File: src/hw/fsp_pkg.sv
// Purpose: Shared constants and carriers for the flash soft program/erase controller
// Assumes: 100 MHz mclk, APB register access, byte-wide core moves
// Notes:   Linear flash space is 18 bits; scratchpad sits above main flash
package fsp_pkg;

   localparam int          CLK_PERIOD_NS    = 10;
   localparam int          WRITE_TIME_NS    = 50000;
   localparam int          ERASE_TIME_NS    = 12000000;
   localparam int          WRITE_CYC        = WRITE_TIME_NS / CLK_PERIOD_NS;
   localparam int          ERASE_CYC        = ERASE_TIME_NS / CLK_PERIOD_NS;
   localparam int          CNT_W            = 21;

   localparam logic [7:0]  OFS_PSC          = 8'h00;
   localparam logic [7:0]  OFS_FSC          = 8'h04;
   localparam logic [7:0]  OFS_PBR          = 8'h08;
   localparam logic [7:0]  OFS_STAT         = 8'h0C;

   localparam int          PSC_REDIR_BIT    = 0;
   localparam int          PSC_ERASE_BIT    = 1;
   localparam int          PSC_SCR_BIT      = 2;
   localparam int          FSC_PROG_BIT     = 0;
   localparam int          PBR_BANK_LSB     = 4;
   localparam int          STAT_BUSY_BIT    = 0;
   localparam logic [1:0]  BANK_RST         = 2'h1;

   localparam logic [17:0] SCR_BASE         = 18'h20000;
   localparam logic [15:0] SCR_LIMIT        = 16'h0100;
   localparam logic [15:0] SCR_BOTH_ADDR    = 16'h0400;
   localparam logic [10:0] MAIN_PAGE_LEN    = 11'h400;
   localparam logic [10:0] SCR_PAGE_LEN     = 11'h080;
   localparam logic [10:0] SCR_BOTH_LEN     = 11'h100;
   localparam logic [7:0]  ERASED_BYTE      = 8'hFF;

   typedef enum logic [1:0] {
      FSP_IDLE  = 2'b00,
      FSP_WRITE = 2'b01,
      FSP_ERASE = 2'b10
   } fsp_st_e;

   typedef struct packed {
      logic        valid;
      logic [15:0] addr;
      logic [7:0]  data;
   } fsp_xwr_s;

   typedef struct packed {
      logic        valid;
      logic [15:0] addr;
   } fsp_xrd_s;

   typedef struct packed {
      logic        valid;
      logic        fetch;
      logic [15:0] addr;
   } fsp_crd_s;

   typedef struct packed {
      logic        wr;
      logic [15:0] waddr;
      logic [7:0]  wdata;
      logic        rd;
      logic [15:0] raddr;
   } fsp_xram_s;

   typedef struct packed {
      logic        wr;
      logic        erase;
      logic [17:0] addr;
      logic [7:0]  clr_mask;
      logic [7:0]  fill;
      logic [10:0] len;
   } fsp_flop_s;

   typedef struct packed {
      logic        valid;
      logic [17:0] addr;
   } fsp_flrd_s;

endpackage

File: src/hw/fsp_ctrl.sv
// Purpose: Redirects core external writes to flash, times writes and erases
// Assumes: Core waits on flash_busy_flag before its next redirected write
// Notes:   APB answers with one wait state; flash array sits behind fl_op/fl_rd
//
// Contract
// - Redirect bit sends external writes to flash
// - Redirect bit cleared only by software
// - Flash reads only via code moves
// - Bank select picks upper window bank
// - Flash write only clears bits
// - Hardware times writes and erases
// - Scratchpad double-mapped at 0x00-0xFF
// - Scratchpad reachable only when selected
// - No instruction fetch from scratchpad
// - Erase at 0x0400 clears both sectors
// - Erase sets page bytes to 0xFF
// - Erase on write with all enables
// - Scratchpad linear range 0x20000-0x200FF
// - Lower 32 kB always bank zero
// - Busy flag held during write/erase
//
// The address map and the APB interface to the registers were left to the implementer.
`timescale 1ns/1ps

module fsp_ctrl #(
   parameter int WRITE_CYCLES = fsp_pkg::WRITE_CYC,
   parameter int ERASE_CYCLES = fsp_pkg::ERASE_CYC
) (
   input  wire logic              mclk,
   input  wire logic              nrst,
   input  wire logic              psel,
   input  wire logic              penable,
   input  wire logic              pwrite,
   input  wire logic [7:0]        paddr,
   input  wire logic [31:0]       pwdata,
   output logic      [31:0]       prdata,
   output logic                   pready,
   output logic                   pslverr,
   input  fsp_pkg::fsp_xwr_s      core_xwr,
   input  fsp_pkg::fsp_xrd_s      core_xrd,
   input  fsp_pkg::fsp_crd_s      core_crd,
   output fsp_pkg::fsp_xram_s     xram,
   output fsp_pkg::fsp_flop_s     fl_op,
   output fsp_pkg::fsp_flrd_s     fl_rd,
   output logic                   flash_busy_flag
);
   import fsp_pkg::*;

   localparam logic [CNT_W-1:0] WR_LOAD = CNT_W'(WRITE_CYCLES - 1);
   localparam logic [CNT_W-1:0] ER_LOAD = CNT_W'(ERASE_CYCLES - 1);

   typedef struct packed {
      fsp_st_e          st;
      logic [CNT_W-1:0] cnt;
      logic             redir;
      logic             eras;
      logic             prog;
      logic             scr;
      logic [1:0]       bank;
      logic             busy;
      logic             pready;
      logic             pslverr;
      logic [31:0]      prdata;
      fsp_xram_s        xram;
      fsp_flop_s        flop;
      fsp_flrd_s        flrd;
   } fsp_state_s;

   fsp_state_s r_reg;
   fsp_state_s r_next;

   // Core address to linear flash address
   function automatic logic [17:0] fsp_map(input logic [15:0] a,
                                           input logic        scr,
                                           input logic [1:0]  bank);
      logic [17:0] lin;
      lin = 18'h0;
      if (scr && (a < SCR_LIMIT)) begin
         lin = SCR_BASE | {10'h0, a[7:0]};
      end else if (a[15]) begin
         lin = {1'b0, bank, a[14:0]};
      end else begin
         lin = {3'b000, a[14:0]};
      end
      return lin;
   endfunction

   logic        apb_acc;
   logic        apb_done;
   logic        hit;
   logic [31:0] rd_val;

   always_comb begin
      apb_acc  = psel && penable && !r_reg.pready;
      apb_done = psel && penable && r_reg.pready;
      hit      = (paddr == OFS_PSC) || (paddr == OFS_FSC) || (paddr == OFS_PBR) || (paddr == OFS_STAT);
      rd_val   = 32'h0;
      case (paddr)
         OFS_PSC: begin
            rd_val[PSC_REDIR_BIT] = r_reg.redir;
            rd_val[PSC_ERASE_BIT] = r_reg.eras;
            rd_val[PSC_SCR_BIT]   = r_reg.scr;
         end
         OFS_FSC:  rd_val[FSC_PROG_BIT] = r_reg.prog;
         OFS_PBR:  rd_val[PBR_BANK_LSB+1:PBR_BANK_LSB] = r_reg.bank;
         OFS_STAT: rd_val[STAT_BUSY_BIT] = r_reg.busy;
         default:  rd_val = 32'h0;
      endcase
   end

   always_comb begin
      r_next            = r_reg;
      r_next.pready     = 1'b0;
      r_next.pslverr    = 1'b0;
      r_next.xram.wr    = 1'b0;
      r_next.xram.rd    = 1'b0;
      r_next.flop.wr    = 1'b0;
      r_next.flop.erase = 1'b0;
      r_next.flrd.valid = 1'b0;

      // One wait state keeps every APB output on a flop
      if (apb_acc) begin
         r_next.pready  = 1'b1;
         r_next.pslverr = !hit;
         r_next.prdata  = pwrite ? 32'h0 : rd_val;
      end
      if (apb_done && pwrite) begin
         case (paddr)
            OFS_PSC: begin
               r_next.redir = pwdata[PSC_REDIR_BIT];
               r_next.eras  = pwdata[PSC_ERASE_BIT];
               r_next.scr   = pwdata[PSC_SCR_BIT];
            end
            OFS_FSC: r_next.prog = pwdata[FSC_PROG_BIT];
            OFS_PBR: r_next.bank = pwdata[PBR_BANK_LSB+1:PBR_BANK_LSB];
            default: r_next.prog = r_reg.prog;
         endcase
      end

      // External reads never see flash
      if (core_xrd.valid) begin
         r_next.xram.rd    = 1'b1;
         r_next.xram.raddr = core_xrd.addr;
      end

      // Fetches bypass the scratchpad overlay
      if (core_crd.valid) begin
         r_next.flrd.valid = 1'b1;
         r_next.flrd.addr  = fsp_map(core_crd.addr, r_reg.scr && !core_crd.fetch, r_reg.bank);
      end

      if (core_xwr.valid) begin
         if (!r_reg.redir) begin
            r_next.xram.wr    = 1'b1;
            r_next.xram.waddr = core_xwr.addr;
            r_next.xram.wdata = core_xwr.data;
         end else if (r_reg.prog && (r_reg.st == FSP_IDLE)) begin
            if (r_reg.eras) begin
               r_next.flop.erase = 1'b1;
               r_next.flop.fill  = ERASED_BYTE;
               r_next.flop.clr_mask = 8'h00;
               if (r_reg.scr && (core_xwr.addr == SCR_BOTH_ADDR)) begin
                  r_next.flop.addr = SCR_BASE;
                  r_next.flop.len  = SCR_BOTH_LEN;
               end else if (r_reg.scr && (core_xwr.addr < SCR_LIMIT)) begin
                  r_next.flop.addr = SCR_BASE | {10'h0, core_xwr.addr[7], 7'h00};
                  r_next.flop.len  = SCR_PAGE_LEN;
               end else begin
                  r_next.flop.addr = fsp_map(core_xwr.addr, 1'b0, r_reg.bank) & ~18'h003FF;
                  r_next.flop.len  = MAIN_PAGE_LEN;
               end
               r_next.st   = FSP_ERASE;
               r_next.cnt  = ER_LOAD;
               r_next.busy = 1'b1;
            end else begin
               r_next.flop.wr       = 1'b1;
               r_next.flop.addr     = fsp_map(core_xwr.addr, r_reg.scr, r_reg.bank);
               r_next.flop.clr_mask = ~core_xwr.data;
               r_next.flop.fill     = 8'h00;
               r_next.flop.len      = 11'h001;
               r_next.st            = FSP_WRITE;
               r_next.cnt           = WR_LOAD;
               r_next.busy          = 1'b1;
            end
         end
      end

      // Busy until the hardware timer runs out
      case (r_reg.st)
         FSP_IDLE: r_next.cnt = r_next.cnt;
         FSP_WRITE, FSP_ERASE: begin
            if (r_reg.cnt == '0) begin
               r_next.st   = FSP_IDLE;
               r_next.busy = 1'b0;
            end else begin
               r_next.cnt  = r_reg.cnt - CNT_W'(1);
            end
         end
         default: begin
            r_next.st   = FSP_IDLE;
            r_next.busy = 1'b0;
         end
      endcase
   end

   always_ff @(posedge mclk or negedge nrst) begin
      if (!nrst) begin
         r_reg       <= '0;
         r_reg.st    <= FSP_IDLE;
         r_reg.bank  <= BANK_RST;
      end else begin
         r_reg <= r_next;
      end
   end

   assign prdata          = r_reg.prdata;
   assign pready          = r_reg.pready;
   assign pslverr         = r_reg.pslverr;
   assign xram            = r_reg.xram;
   assign fl_op           = r_reg.flop;
   assign fl_rd           = r_reg.flrd;
   assign flash_busy_flag = r_reg.busy;

   logic psc_wr;
   assign psc_wr = psel && penable && pready && pwrite && (paddr == OFS_PSC);

   redir_hold_a: assert property (@(posedge mclk) disable iff (!nrst)
      r_reg.redir && !psc_wr |=> r_reg.redir)
      else $error("redirect bit dropped without a software write");

   xwr_route_a: assert property (@(posedge mclk) disable iff (!nrst)
      core_xwr.valid && !r_reg.redir |=> xram.wr && !fl_op.wr && !fl_op.erase)
      else $error("unredirected write did not reach xram");

   xrd_xram_a: assert property (@(posedge mclk) disable iff (!nrst)
      core_xrd.valid |=> xram.rd && (xram.raddr == $past(core_xrd.addr)))
      else $error("external read not sent to xram");

   no_prog_a: assert property (@(posedge mclk) disable iff (!nrst)
      core_xwr.valid && r_reg.redir && !r_reg.prog |=> !fl_op.wr && !fl_op.erase && !xram.wr)
      else $error("redirected write acted without program enable");

   erase_start_a: assert property (@(posedge mclk) disable iff (!nrst)
      core_xwr.valid && r_reg.redir && r_reg.prog && r_reg.eras && !r_reg.busy
      |=> fl_op.erase && flash_busy_flag && (fl_op.fill == ERASED_BYTE))
      else $error("erase not started");

   both_sect_a: assert property (@(posedge mclk) disable iff (!nrst)
      fl_op.erase && r_reg.scr && ($past(core_xwr.addr) == SCR_BOTH_ADDR)
      |-> (fl_op.addr == SCR_BASE) && (fl_op.len == SCR_BOTH_LEN))
      else $error("dual scratchpad erase mapped wrongly");

   low_bank_a: assert property (@(posedge mclk) disable iff (!nrst)
      fl_op.wr && !$past(core_xwr.addr[15]) && !$past(r_reg.scr) |-> (fl_op.addr[17:15] == 3'b000))
      else $error("lower window not bank zero");

   wr_mask_a: assert property (@(posedge mclk) disable iff (!nrst)
      fl_op.wr |-> (fl_op.clr_mask == ~$past(core_xwr.data)))
      else $error("write mask would set bits");

   fetch_scr_a: assert property (@(posedge mclk) disable iff (!nrst)
      core_crd.valid && core_crd.fetch |=> (fl_rd.addr[17] == 1'b0))
      else $error("fetch reached the scratchpad");

   busy_run_a: assert property (@(posedge mclk) disable iff (!nrst)
      $rose(flash_busy_flag) |-> flash_busy_flag[*8])
      else $error("busy flag dropped early");

   wr_timer_a: assert property (@(posedge mclk) disable iff (!nrst)
      fl_op.wr |-> (r_reg.st == FSP_WRITE) && (r_reg.cnt == WR_LOAD))
      else $error("write timer not loaded");

   scr_wr_map_a: assert property (@(posedge mclk) disable iff (!nrst)
      fl_op.wr && $past(r_reg.scr) && ($past(core_xwr.addr) < SCR_LIMIT)
      |-> (fl_op.addr == (SCR_BASE | {10'h0, $past(core_xwr.addr[7:0])})))
      else $error("scratchpad write mapped wrongly");

   bank_map_a: assert property (@(posedge mclk) disable iff (!nrst)
      fl_op.wr && $past(core_xwr.addr[15]) |-> (fl_op.addr[16:15] == $past(r_reg.bank)))
      else $error("upper window write not in selected bank");

   busy_refuse_a: assert property (@(posedge mclk) disable iff (!nrst)
      core_xwr.valid && flash_busy_flag |=> !fl_op.wr && !fl_op.erase)
      else $error("new flash operation while busy");

   busy_end_a: assert property (@(posedge mclk) disable iff (!nrst)
      flash_busy_flag && (r_reg.cnt == '0) |=> !flash_busy_flag)
      else $error("busy flag outlived the timer");

endmodule

File: config.mk
export PLATFORM = sky130hd
export DESIGN_NAME = fsp_ctrl
export DESIGN_NICKNAME = d
export VERILOG_FILES = /design/src/hw/fsp_pkg.sv /design/src/hw/fsp_ctrl.sv
export SDC_FILE = /design/constraint.sdc
export NUM_CORES = 1
export LEC_CHECK = 0
export BUFFER_PORTS_ARGS = -buffer_cell sky130_fd_sc_hd__buf_2
export CORE_MARGIN = 3
export CORE_UTILIZATION = 35
export DETAILED_ROUTE_END_ITERATION = 10
export PLACE_DENSITY = 0.59
export SLEW_MARGIN = 20
export SYNTH_ARGS = -nofsm -noshare
export SYNTH_HDL_FRONTEND = slang
export SYNTH_SLANG_ARGS = --single-unit
File: constraint.sdc
create_clock -name mclk -period 1.8 [get_ports mclk]
set_input_delay 0.09 -clock mclk [delete_from_list [all_inputs] [get_ports mclk]]
set_output_delay 0.09 -clock mclk [all_outputs]
set_load 0.01 [all_outputs]
---- Word-level counts from Yosys, hierarchy flattened ----
Cells that the tools add are included.
word-level totals
  output and inout port bits .............. 143
  word-level logic and storage cells ...... 95
  bits in registers ....................... 172
  memories ................................ 0
  RAM bits ................................ 0
  bits in latches ......................... 0
  ROM bits ................................ 0
operators by class
  multipliers ............................. 0
  add/subtract/negate cells ............... 1
  mux-type cells .......................... 36
  magnitude comparators ................... 2
  eq/ne operators ......................... 6
  shifts and indexed selects .............. 0
  divide/modulo/power cells ............... 0
  reduce and logical (&&, ||, !) cells .... 24
  bitwise operators ....................... 2
operator list
  cell                   count
  $mux 47                3
  $mux 23                4
  $mux 18                4
  $mux 17                3
  $mux 25                2
  $mux 45                1
  $mux 21                2
  $mux 34                1
  $lt 16x9->1 const B    2
  $mux 11                2
  $logic_not 21->1       1
  $sub 21x1->21 const B  1
  $mux 19                1
  $eq 16x11->1 const B   1
  $eq 8x4->1 const B     2
  $logic_and 1x1->1      9
  $eq 8x3->1 const B     1
  $logic_not 8->1        1
  $not 8->8              1
  $reduce_and 2->1       4
  $mux 1                 6
  $mux 2                 3
  $mux 6                 1
  $pmux 2 s2             1
  other kinds (10)       14

---- Depth between registers and ports, before layout ----
Gate-level depths: netlist of run 1.
  depth after elaboration ................. 8
  gate-level depth with buffers ........... 9
  gate-level depth less buffers ........... 7

---- Worst setup path before layout of run 1 ----
OpenSTA, ideal clock, no wires.
  path type ............................... register -> register
  from .................................... register r_reg[170] (netlist bit)
  to ...................................... register r_reg[160] (netlist bit)
  stages on the path, launching flop included .. 10
  path slack .............................. -0.140 ns
  setup time .............................. 0.124 ns
  arrival time ............................ 1.816 ns
  required time ........................... 1.676 ns
  period minus slack after synthesis ...... 1.940 ns
  cells stage by stage .................... dfrtp_1 > inv_1 > ha_1 > and4_1 > clkbuf_1 > nor2_1 > a21o_1 > buf_2 > a21o_1 > a211o_1
RTL lines
  item                      line             text
  start: declaration        fsp_ctrl.sv:69   fsp_state_s r_reg;
  start signal: assignment  fsp_ctrl.sv:212  r_reg <= r_next;

==> impl_metrics.env, run 1 <==
export IMPL_wl_per_cell_um=15.6
export IMPL_timing_final_crit_share_pct=103
export IMPL_path_class="reg -> reg"
export IMPL_path_clk_slew_ns=0.06
export IMPL_vias_per_cell=4.63
export IMPL_dieWidth_um=144
export IMPL_diodes=0
export IMPL_synth_seq_area_share_pct=49.3
export IMPL_h_tree_depth=4
export IMPL_grt_pass1_wl_um=25700
export IMPL_area_growth_pct=35.3
export IMPL_synthArstFlopShare_pct=100
export IMPL_synth_cell_area_sq_um=6650
export IMPL_synth_edf_count=0
export IMPL_finalMaxSlewViolations=0
export IMPL_ant_nets=0
export IMPL_finish_utilization_pct=49.1
export IMPL_rr_worst_depth=5
export IMPL_timing_fmax_ghz=0.540
export IMPL_largest_reg_flops=42
export IMPL_drc=0
export IMPL_reg2reg_to="r_reg[155]"
export IMPL_vdd_drop_max_mv=0.485
export IMPL_setup_violations_final=11
export IMPL_worstPathArrival_ns=2.13
export IMPL_insertion_delay_ns=0.41
export IMPL_holdCritPathClass="in -> reg"
export IMPL_finalNonFillerCells=1075
export IMPL_power_density_nw_per_um2=855
export IMPL_cts_root_buf="clkbuf_16"
export IMPL_drt_iter0_markers=216
export IMPL_die_area_sq_um=20700
export IMPL_cp_start_kind="register"
export IMPL_num_fill_cells=1637
export IMPL_grt_max_degree=45
export IMPL_worst_slack_ns=-0.0533
export IMPL_finalSetupTns_ns=-0.252
export IMPL_cap_violations=0
export IMPL_end_kind="register"
export IMPL_synth_top_cell_area_share_pct=48.9
export IMPL_io_pins=248
export IMPL_r2r_start="r_reg[160]"
export IMPL_synth_seq_cells=131
export IMPL_grt_use_total_pct=15.7
export IMPL_gr_total_overflow=0
export IMPL_synth_cell_type_count=59
export IMPL_die_y_um=144
export IMPL_finClkSkew_ns=0.00967
export IMPL_required_ns=2.07
export IMPL_hold_violations=0
export IMPL_crit_start="r_reg[160]"
export IMPL_dr_pass1_iters=4
export IMPL_power_leakage_nw=4.45
export IMPL_endpoint="r_reg[155]"
export IMPL_start_util_pct=36.3
export IMPL_cts_sink_count=131
export IMPL_vias=4978
export IMPL_rrSetupSlack_ns=-0.05
export IMPL_synth_main_ff_cell="dfrtp_1"
export IMPL_syn_avg_cell_area_sq_um=10.8
export IMPL_place_congestion=0.819
export IMPL_status="complete, but fails checks"
export IMPL_critPathMaxFanout=6
export IMPL_clock_path_buffers=2
export IMPL_rsz0062_at_grt="true"
export IMPL_row_count=49
export IMPL_antenna_found_initial=0
export IMPL_cts_buffers=17
export IMPL_routed_wl_um=16700
export IMPL_placed_cells=968
export IMPL_violations="setup timing"
export IMPL_synthCells=614
export IMPL_coreArea_sq_um=18300
export IMPL_min_period_ns=1.85
export IMPL_cts_tree="yes"
export IMPL_finish_net_count=943
export IMPL_drive_above_1_share_pct=47.5
export IMPL_grt_pass1_vias=4959
export IMPL_dp_hpwl_um=11600
export IMPL_yosysWarningCount=0
export IMPL_holdPathStages=4
export IMPL_port_buffers=186
export IMPL_synth_top_area_cell="dfrtp_1"
export IMPL_synth_area_top_cells="dfrtp_1 49%, buf_4 16%, mux2_2 10%"
[layer usage]
| layer | vias up | wire length [um] | track usage [%] |
|---|---|---|---|
| met5 | - | 0 | 0 |
| met4 | 0 | 82 | 3.91 |
| met3 | 6 | 1130 | 4.29 |
| met2 | 159 | 8650 | 28.0 |
| met1 | 2404 | 6880 | 18.7 |
| li1 | 2409 | - | - |
[final cells by class]
cell class | instances | area (sq um) | area share (%)
Tap cell | 229 | 287 | 3.18
Multi-Input combinational cell | 341 | 2490 | 27.7
Clock buffer | 19 | 453 | 5.03
Timing Repair Buffer | 330 | 2240 | 24.9
Inverter | 13 | 48.8 | 0.542
Sequential cell | 131 | 3280 | 36.4
Clock inverter | 12 | 201 | 2.24
[where the power goes]
part / internal (mW) / switching [mW] / leakage, nW
sequential: 3.08 / 0.0593 / 1.62
clock: 2.53 / 1.29 / 0.316
combinational: 0.373 / 0.359 / 2.51
total: 5.98 / 1.71 / 4.45
[logic make-up after synthesis]
group,count (synthesis),synth area share [%]
buffers and inverters,177,18.3
AND/OR/NAND/NOR,147,11.5
flip-flops,131,49.3
AO/OA/AOI/OAI,91,9.53
multiplexers,62,10.5
adder cells (fa/ha/maj),4,0.752
other,1,0.0564
XOR/XNOR,1,0.132
[how the worst min path moves through the flow]
stage                       startpoint        end  slack, ns
after detailed placement          nrst   fl_rd[2]       0.04
after CTS                 core_crd[17]  fl_rd[18]       0.01
after floorplan                   nrst   fl_op[0]      -0.21
after global placement            nrst   fl_rd[2]       0.04
after global routing          paddr[0]  prdata[0]       0.05
final                         paddr[0]  prdata[0]       0.04
[layout by cell type (no fill, tap or decap), types with 4 or more instances in the layout]
master	n
a31oi_1	6
a21o_1	4
mux2_2	61
dlygate4sd3_1	66
nand2_1	54
and3_1	4
a22o_1	6
a21oi_1	7
nor4_2	5
o31ai_1	8
a211o_1	6
nor2_1	28
inv_1	11
conb_1	34
nor3_1	6
nand3_1	8
buf_2	185
o21ai_1	7
o211ai_1	5
clkbuf_16	17
o21ai_0	20
buf_6	6
bufinv_16	5
dfrtp_1	130
buf_4	70
nor4_1	5
[metrics by stage]
stage	hold WS [ns]	power [mW]	setup WS [ns]	instance area, sq um
after floorplan	-0.206	3.69	-0.0655	6800
after global placement	0.0430	3.80	-0.0823	7410
after detailed placement	0.0447	3.81	-0.133	7410
after CTS	0.0149	7.78	-0.0487	8880
after global routing	0.0459	8.00	-0.138	9000
final	0.0415	7.69	-0.0533	9000
[Yosys cell counts (all sizes together), types with 3 or more instances]
| cell type | n |
|---|---|
| buf | 146 |
| nor3 | 9 |
| nor4 | 13 |
| inv | 13 |
| nand2b | 3 |
| ha | 4 |
| o21ai | 30 |
| clkbuf | 18 |
| or3 | 3 |
| a211o | 6 |
| and3 | 6 |
| nor2 | 31 |
| nand4 | 4 |
| a22o | 6 |
| mux2 | 61 |
| o31ai | 8 |
| o211ai | 5 |
| nand2 | 56 |
| a21oi | 11 |
| a21o | 5 |
| a211oi | 3 |
| dfrtp | 130 |
| nand3 | 9 |
| a31oi | 6 |
[worst max-delay path, cell delays in order, from the launching register on]
cell and delay, ns:
dfrtp_1 0.42, nor4_4 0.33, and4b_2 0.41, a21oi_4 0.12
and3_1 0.15, or3_1 0.30
[timing repair]
item,4_1_cts,5_1_grt
endpoints found under the hold margin,201,0
endpoints found under the setup margin,24,26
pin swaps,14,10
hold buffers,66,0
cloned,1,1
resized for setup,19,22
buffers inserted,6,2
(Power assumes the default switching activity.)
==> run 2: changes to the inputs <==
CORE_ASPECT_RATIO = 0.75   (was unset)
PLACE_DENSITY = 0.57   (was 0.59)
clock period = 2.25 ns   (was 1.8 ns; I/O delays follow)
==> impl_metrics.env, run 2 (synthesis gave the netlist of run 1 again) <==
export IMPL_insertion_delay_ns=0.41
export IMPL_grt_max_degree=77
export IMPL_final_common_cell="buf_2"
export IMPL_tightest_slew_ns=0.597
export IMPL_row_count=43
export IMPL_h_tree_depth=4
export IMPL_power_density_nw_per_um2=710
export IMPL_vdd_drop_max_mv=0.432
export IMPL_grt_use_total_pct=15.6
export IMPL_finalSetupTns_ns=0
export IMPL_cp_start_kind="register"
export IMPL_die_y_um=125
export IMPL_grt_pass1_vias=4583
export IMPL_dr_pass1_iters=4
export IMPL_area_growth_pct=24.2
export IMPL_clock_path_buffers=2
export IMPL_hp_start="core_xwr[17]"
export IMPL_dieWidth_um=165
export IMPL_path_class="reg -> reg"
export IMPL_finalMaxSlewViolations=0
export IMPL_slowest_stage="dfrtp_1"
export IMPL_drc=0
export IMPL_dp_slack_ns=0.207
export IMPL_vias_per_cell=4.59
export IMPL_finalNonFillerCells=1032
export IMPL_num_fill_cells=1764
export IMPL_grt_pass1_wl_um=25600
export IMPL_wl_per_cell_um=15.8
export IMPL_coreArea_sq_um=18600
export IMPL_setup_violations_final=0
export IMPL_cpPeakStageDelay_ns=0.46
export IMPL_relSlewSlack_pct=60.2
export IMPL_timing_final_crit_share_pct=91.3
export IMPL_antenna_found_initial=0
export IMPL_crit_chain="nor4_4 -> and4b_1 -> buf_4 -> a21o_1 -> a211o_1 -> o21ai_2"
export IMPL_status="complete, no violations"
export IMPL_cts_tree="yes"
export IMPL_routed_wl_um=16300
export IMPL_crit_start="r_reg[157]"
export IMPL_start_util_pct=35.8
export IMPL_worstPathArrival_ns=2.35
export IMPL_end_kind="register"
export IMPL_cts_root_buf="clkbuf_16"
export IMPL_hold_violations=0
export IMPL_finClkSkew_ns=0.0101
export IMPL_dp_hpwl_um=11500
export IMPL_reg2reg_to="r_reg[157]"
export IMPL_r2r_start="r_reg[157]"
export IMPL_cts_sink_count=131
export IMPL_finish_utilization_pct=44.5
export IMPL_cap_violations=0
export IMPL_ant_nets=0
export IMPL_placed_cells=940
export IMPL_min_to="fl_op[36]"
export IMPL_finish_net_count=882
export IMPL_required_ns=2.55
export IMPL_gr_total_overflow=0
export IMPL_min_period_ns=2.06
export IMPL_port_buffers=186
export IMPL_worst_slack_ns=0.195
export IMPL_power_leakage_nw=4.07
export IMPL_drt_iter0_markers=397
export IMPL_io_pins=248
export IMPL_largest_reg_flops=42
export IMPL_drive_above_1_share_pct=40.8
export IMPL_rr_worst_depth=6
export IMPL_vias=4739
export IMPL_final_cell_mix="185 x buf_2, 130 x dfrtp_1, 61 x mux2_2, 61 x dlygate4sd3_1, 56 x nand2_1"
export IMPL_critPathMaxFanout=9
export IMPL_place_congestion=0.842
export IMPL_holdPathStages=3
export IMPL_die_area_sq_um=20700
export IMPL_holdCritPathClass="in -> reg"
export IMPL_cts_buffers=17
export IMPL_timing_fmax_ghz=0.487
export IMPL_rrSetupSlack_ns=0.19
export IMPL_rsz0062_at_grt="false"
export IMPL_diodes=0
export IMPL_path_clk_slew_ns=0.06
## run 2: power breakdown
part	switching, mW	internal, mW	leakage (nW)
logic	0.287	0.290	2.16
clock network	1.10	1.68	0.281
registers	0.0487	2.46	1.62
## run 2: per-layer routing
metal	vias to the layer above	wire (um)	track usage [%]
met5	-	0	0
met4	0	151	3.75
met3	15	1250	4.27
li1	2280	-	-
met1	2265	7830	22.8
met2	179	7030	23.0
## run 2: cell type report
type                            count  area (sq um)  area share, %
Clock buffer                       18           439           5.31
Clock inverter                     13           151           1.83
Inverter                           13          48.8          0.591
Multi-Input combinational cell    339          2280           27.6
Sequential cell                   131          3280           39.7
Tap cell                          247           309           3.74
Timing Repair Buffer              271          1750           21.2
## run 2: how the worst max path moves through the flow
stage / end / cells past startpoint
after floorplan: r_reg[160] / 9
after global placement: r_reg[157] / 6
after global routing: r_reg[157] / 6
after CTS: r_reg[157] / 6
after detailed placement: r_reg[157] / 6
final: r_reg[157] / 6
## run 2: worst max-delay path, delay by kind of cell, from the launching register on
kind	cells	cell delay (ns)
and+or+nand+nor	2	0.76
AOI/OAI and AO/OA	3	0.53
DFF	1	0.46
buffers and inverters	1	0.18
## run 2: what timing repair did
item                                   in CTS  in global routing
hold buffers                               60                  1
buffers inserted                            0                  0
endpoints found under the hold margin     211                  1
resized for setup                           0                  0
## run 2: metrics by stage
stage | hold WS (ns) | total power [mW] | cell area, sq um
2_1_floorplan | -0.183 | 2.95 | 6780
3_3_place_gp | -0.00486 | 3.04 | 7060
3_5_place_dp | -0.00411 | 3.05 | 7060
4_1_cts | 0.000288 | 5.93 | 8250
5_1_grt | 0.0111 | 6.11 | 8260
6_report | 0.0216 | 5.87 | 8260
==> run 3: changes to the inputs <==
ABC_AREA = 1   (was unset)
==> impl_metrics.env, run 3 <==
export IMPL_status="complete, no violations"
export IMPL_worstPathArrival_ns=2.13
export IMPL_insertion_delay_ns=0.43
export IMPL_coreArea_sq_um=18800
export IMPL_drc=0
export IMPL_grt_max_degree=59
export IMPL_yosysWarningCount=0
export IMPL_required_ns=2.59
export IMPL_place_congestion=0.836
export IMPL_drive_above_1_share_pct=29.9
export IMPL_post_synth_top_count_cell="nand2_1"
export IMPL_power_density_nw_per_um2=706
export IMPL_start_util_pct=36.4
export IMPL_synthCells=773
export IMPL_antenna_found_initial=0
export IMPL_diodes=0
export IMPL_final_cell_mix="185 x buf_2, 176 x nand2_1, 130 x dfrtp_1, 60 x nor2_1, 60 x dlygate4sd3_1"
export IMPL_synth_area_top_cells="dfrtp_1 47%, buf_4 15%, nand2_1 9.6%"
export IMPL_synthXorXnorAreaFrac_pct=1.15
export IMPL_holdCritPathClass="in -> reg"
export IMPL_muxShareOfSynthArea_pct=5.10
export IMPL_die_y_um=127
export IMPL_gr_total_overflow=0
export IMPL_synth_fa_ha_area_share_pct=0.731
export IMPL_io_pins=248
export IMPL_whs_ns=0.00589
export IMPL_finalNonFillerCells=1183
export IMPL_final_common_cell="buf_2"
export IMPL_vias=5287
export IMPL_timing_final_crit_share_pct=79.3
export IMPL_path_class="reg -> reg"
export IMPL_hold_violations=0
export IMPL_num_fill_cells=1869
export IMPL_area_growth_pct=21.9
export IMPL_path_clk_slew_ns=0.06
export IMPL_timing_fmax_ghz=0.561
export IMPL_clock_path_buffers=2
export IMPL_relSlewSlack_pct=62.0
export IMPL_post_cts_setup_buffers=0
export IMPL_vdd_drop_max_mv=0.404
export IMPL_finish_net_count=1032
export IMPL_ctsHoldBuffers=60
export IMPL_largest_reg_flops=42
export IMPL_synth_top_family_by_area="buffers and inverters"
export IMPL_synthArstFlopShare_pct=100
export IMPL_cp_start_kind="register"
export IMPL_total_power_mw=5.90
export IMPL_cts_tree="yes"
export IMPL_finish_utilization_pct=44.3
export IMPL_dieWidth_um=168
export IMPL_grt_pass1_vias=5117
export IMPL_yosys_area_share_simple_pct=19.6
export IMPL_dr_pass1_iters=4
export IMPL_routed_wl_um=16900
export IMPL_cts_sink_count=131
export IMPL_tightest_slew_ns=0.570
export IMPL_power_leakage_nw=4.34
export IMPL_critPathMaxFanout=17
export IMPL_wl_per_cell_um=14.3
export IMPL_port_buffers=186
export IMPL_placed_cells=1091
export IMPL_finalSetupTns_ns=0
export IMPL_synth_main_ff_cell="dfrtp_1"
export IMPL_cts_buffers=17
export IMPL_synth_top_area_cell="dfrtp_1"
export IMPL_finalMaxSlewViolations=0
export IMPL_h_tree_depth=4
export IMPL_finClkSkew_ns=0.0113
export IMPL_synth_cell_type_count=38
export IMPL_synth_compound_area_share_pct=5.41
export IMPL_synth_cell_area_sq_um=6850
export IMPL_synth_edf_count=0
export IMPL_grt_use_total_pct=15.9
export IMPL_synthTopCellsByCount="176 x nand2_1, 140 x buf_4, 130 x dfrtp_1, 60 x nor2_1, 55 x inv_1"
export IMPL_end_kind="register"
export IMPL_rsz0062_at_grt="false"
export IMPL_min_period_ns=1.78
export IMPL_ant_nets=0
export IMPL_die_area_sq_um=21300
export IMPL_cap_violations=0
export IMPL_vias_per_cell=4.47
export IMPL_synth_top_cell_area_share_pct=47.5
export IMPL_syn_avg_cell_area_sq_um=8.86
export IMPL_row_count=43
export IMPL_drt_iter0_markers=359
export IMPL_setup_violations_final=0
export IMPL_synth_seq_area_share_pct=47.9
export IMPL_dp_hpwl_um=12200
export IMPL_grt_pass1_wl_um=27100
export IMPL_post_cts_resized=0
export IMPL_synth_seq_cells=131
export IMPL_cts_root_buf="clkbuf_16"
[run 3: power breakdown]
part           switching [mW]  internal (mW)
Clock                    1.15           1.66
Combinational           0.303          0.265
Sequential             0.0512           2.46
[run 3: final timing paths]
path | endpoint | from | slack [ns] | cells after the start
min in group asynchronous | xram[23] | nrst | 0.20 | 2
max in group asynchronous | fl_op[46] | nrst | 1.29 | 3
max reg2reg | fl_op[21] | r_reg[170] | 0.47 | 9
min reg2reg | xram[17] | xram[17] | 0.47 | 2
min | fl_op[40] | core_xwr[21] | 0.006 | 3
max | fl_op[21] | r_reg[170] | 0.47 | 9
[run 3: layout make-up]
type / instances / area, sq um / share of cell area [%]
inverter: 58 / 220 / 2.64
multi-input combinational: 458 / 2320 / 27.8
sequential: 131 / 3280 / 39.3
clock buffer: 17 / 425 / 5.10
timing repair buffer: 257 / 1620 / 19.4
clock inverter: 15 / 171 / 2.05
tap: 247 / 309 / 3.70
[run 3: through the flow]
stage | worst slack [ns] | area, sq um
after floorplan | 0.709 | 6970
after global placement | 0.505 | 7150
after detailed placement | 0.463 | 7150
after CTS | 0.445 | 8350
after global routing | 0.295 | 8350
final | 0.466 | 8350
[run 3: logic make-up after synthesis]
| family | Yosys count |
|---|---|
| AOI/OAI and AO/OA | 72 |
| xor gates and xnor gates | 9 |
| adders and majority gates | 4 |
| buffers and inverters | 217 |
| DFF | 131 |
| muxes | 31 |
| other | 1 |
| and+or+nand+nor | 308 |
[run 3: per-layer routing]
| layer | vias up | GRT usage [%] | wire (um) |
|---|---|---|---|
| li1 | 2591 | - | - |
| met1 | 2522 | 23.0 | 8300 |
| met2 | 164 | 24.1 | 7400 |
| met3 | 10 | 4.08 | 1050 |
| met4 | 0 | 4.04 | 145 |
| met5 | - | 0 | 0 |
[run 3: worst max-delay path, cell delays in order (launching register included)]
cell and delay, ns:
dfrtp_1 0.39, inv_1 0.07, ha_1 0.22, nand2_1 0.11, nor2_4 0.12, inv_2 0.11, nor2_8 0.17, inv_2 0.12
buf_4 0.22, o21ai_0 0.17
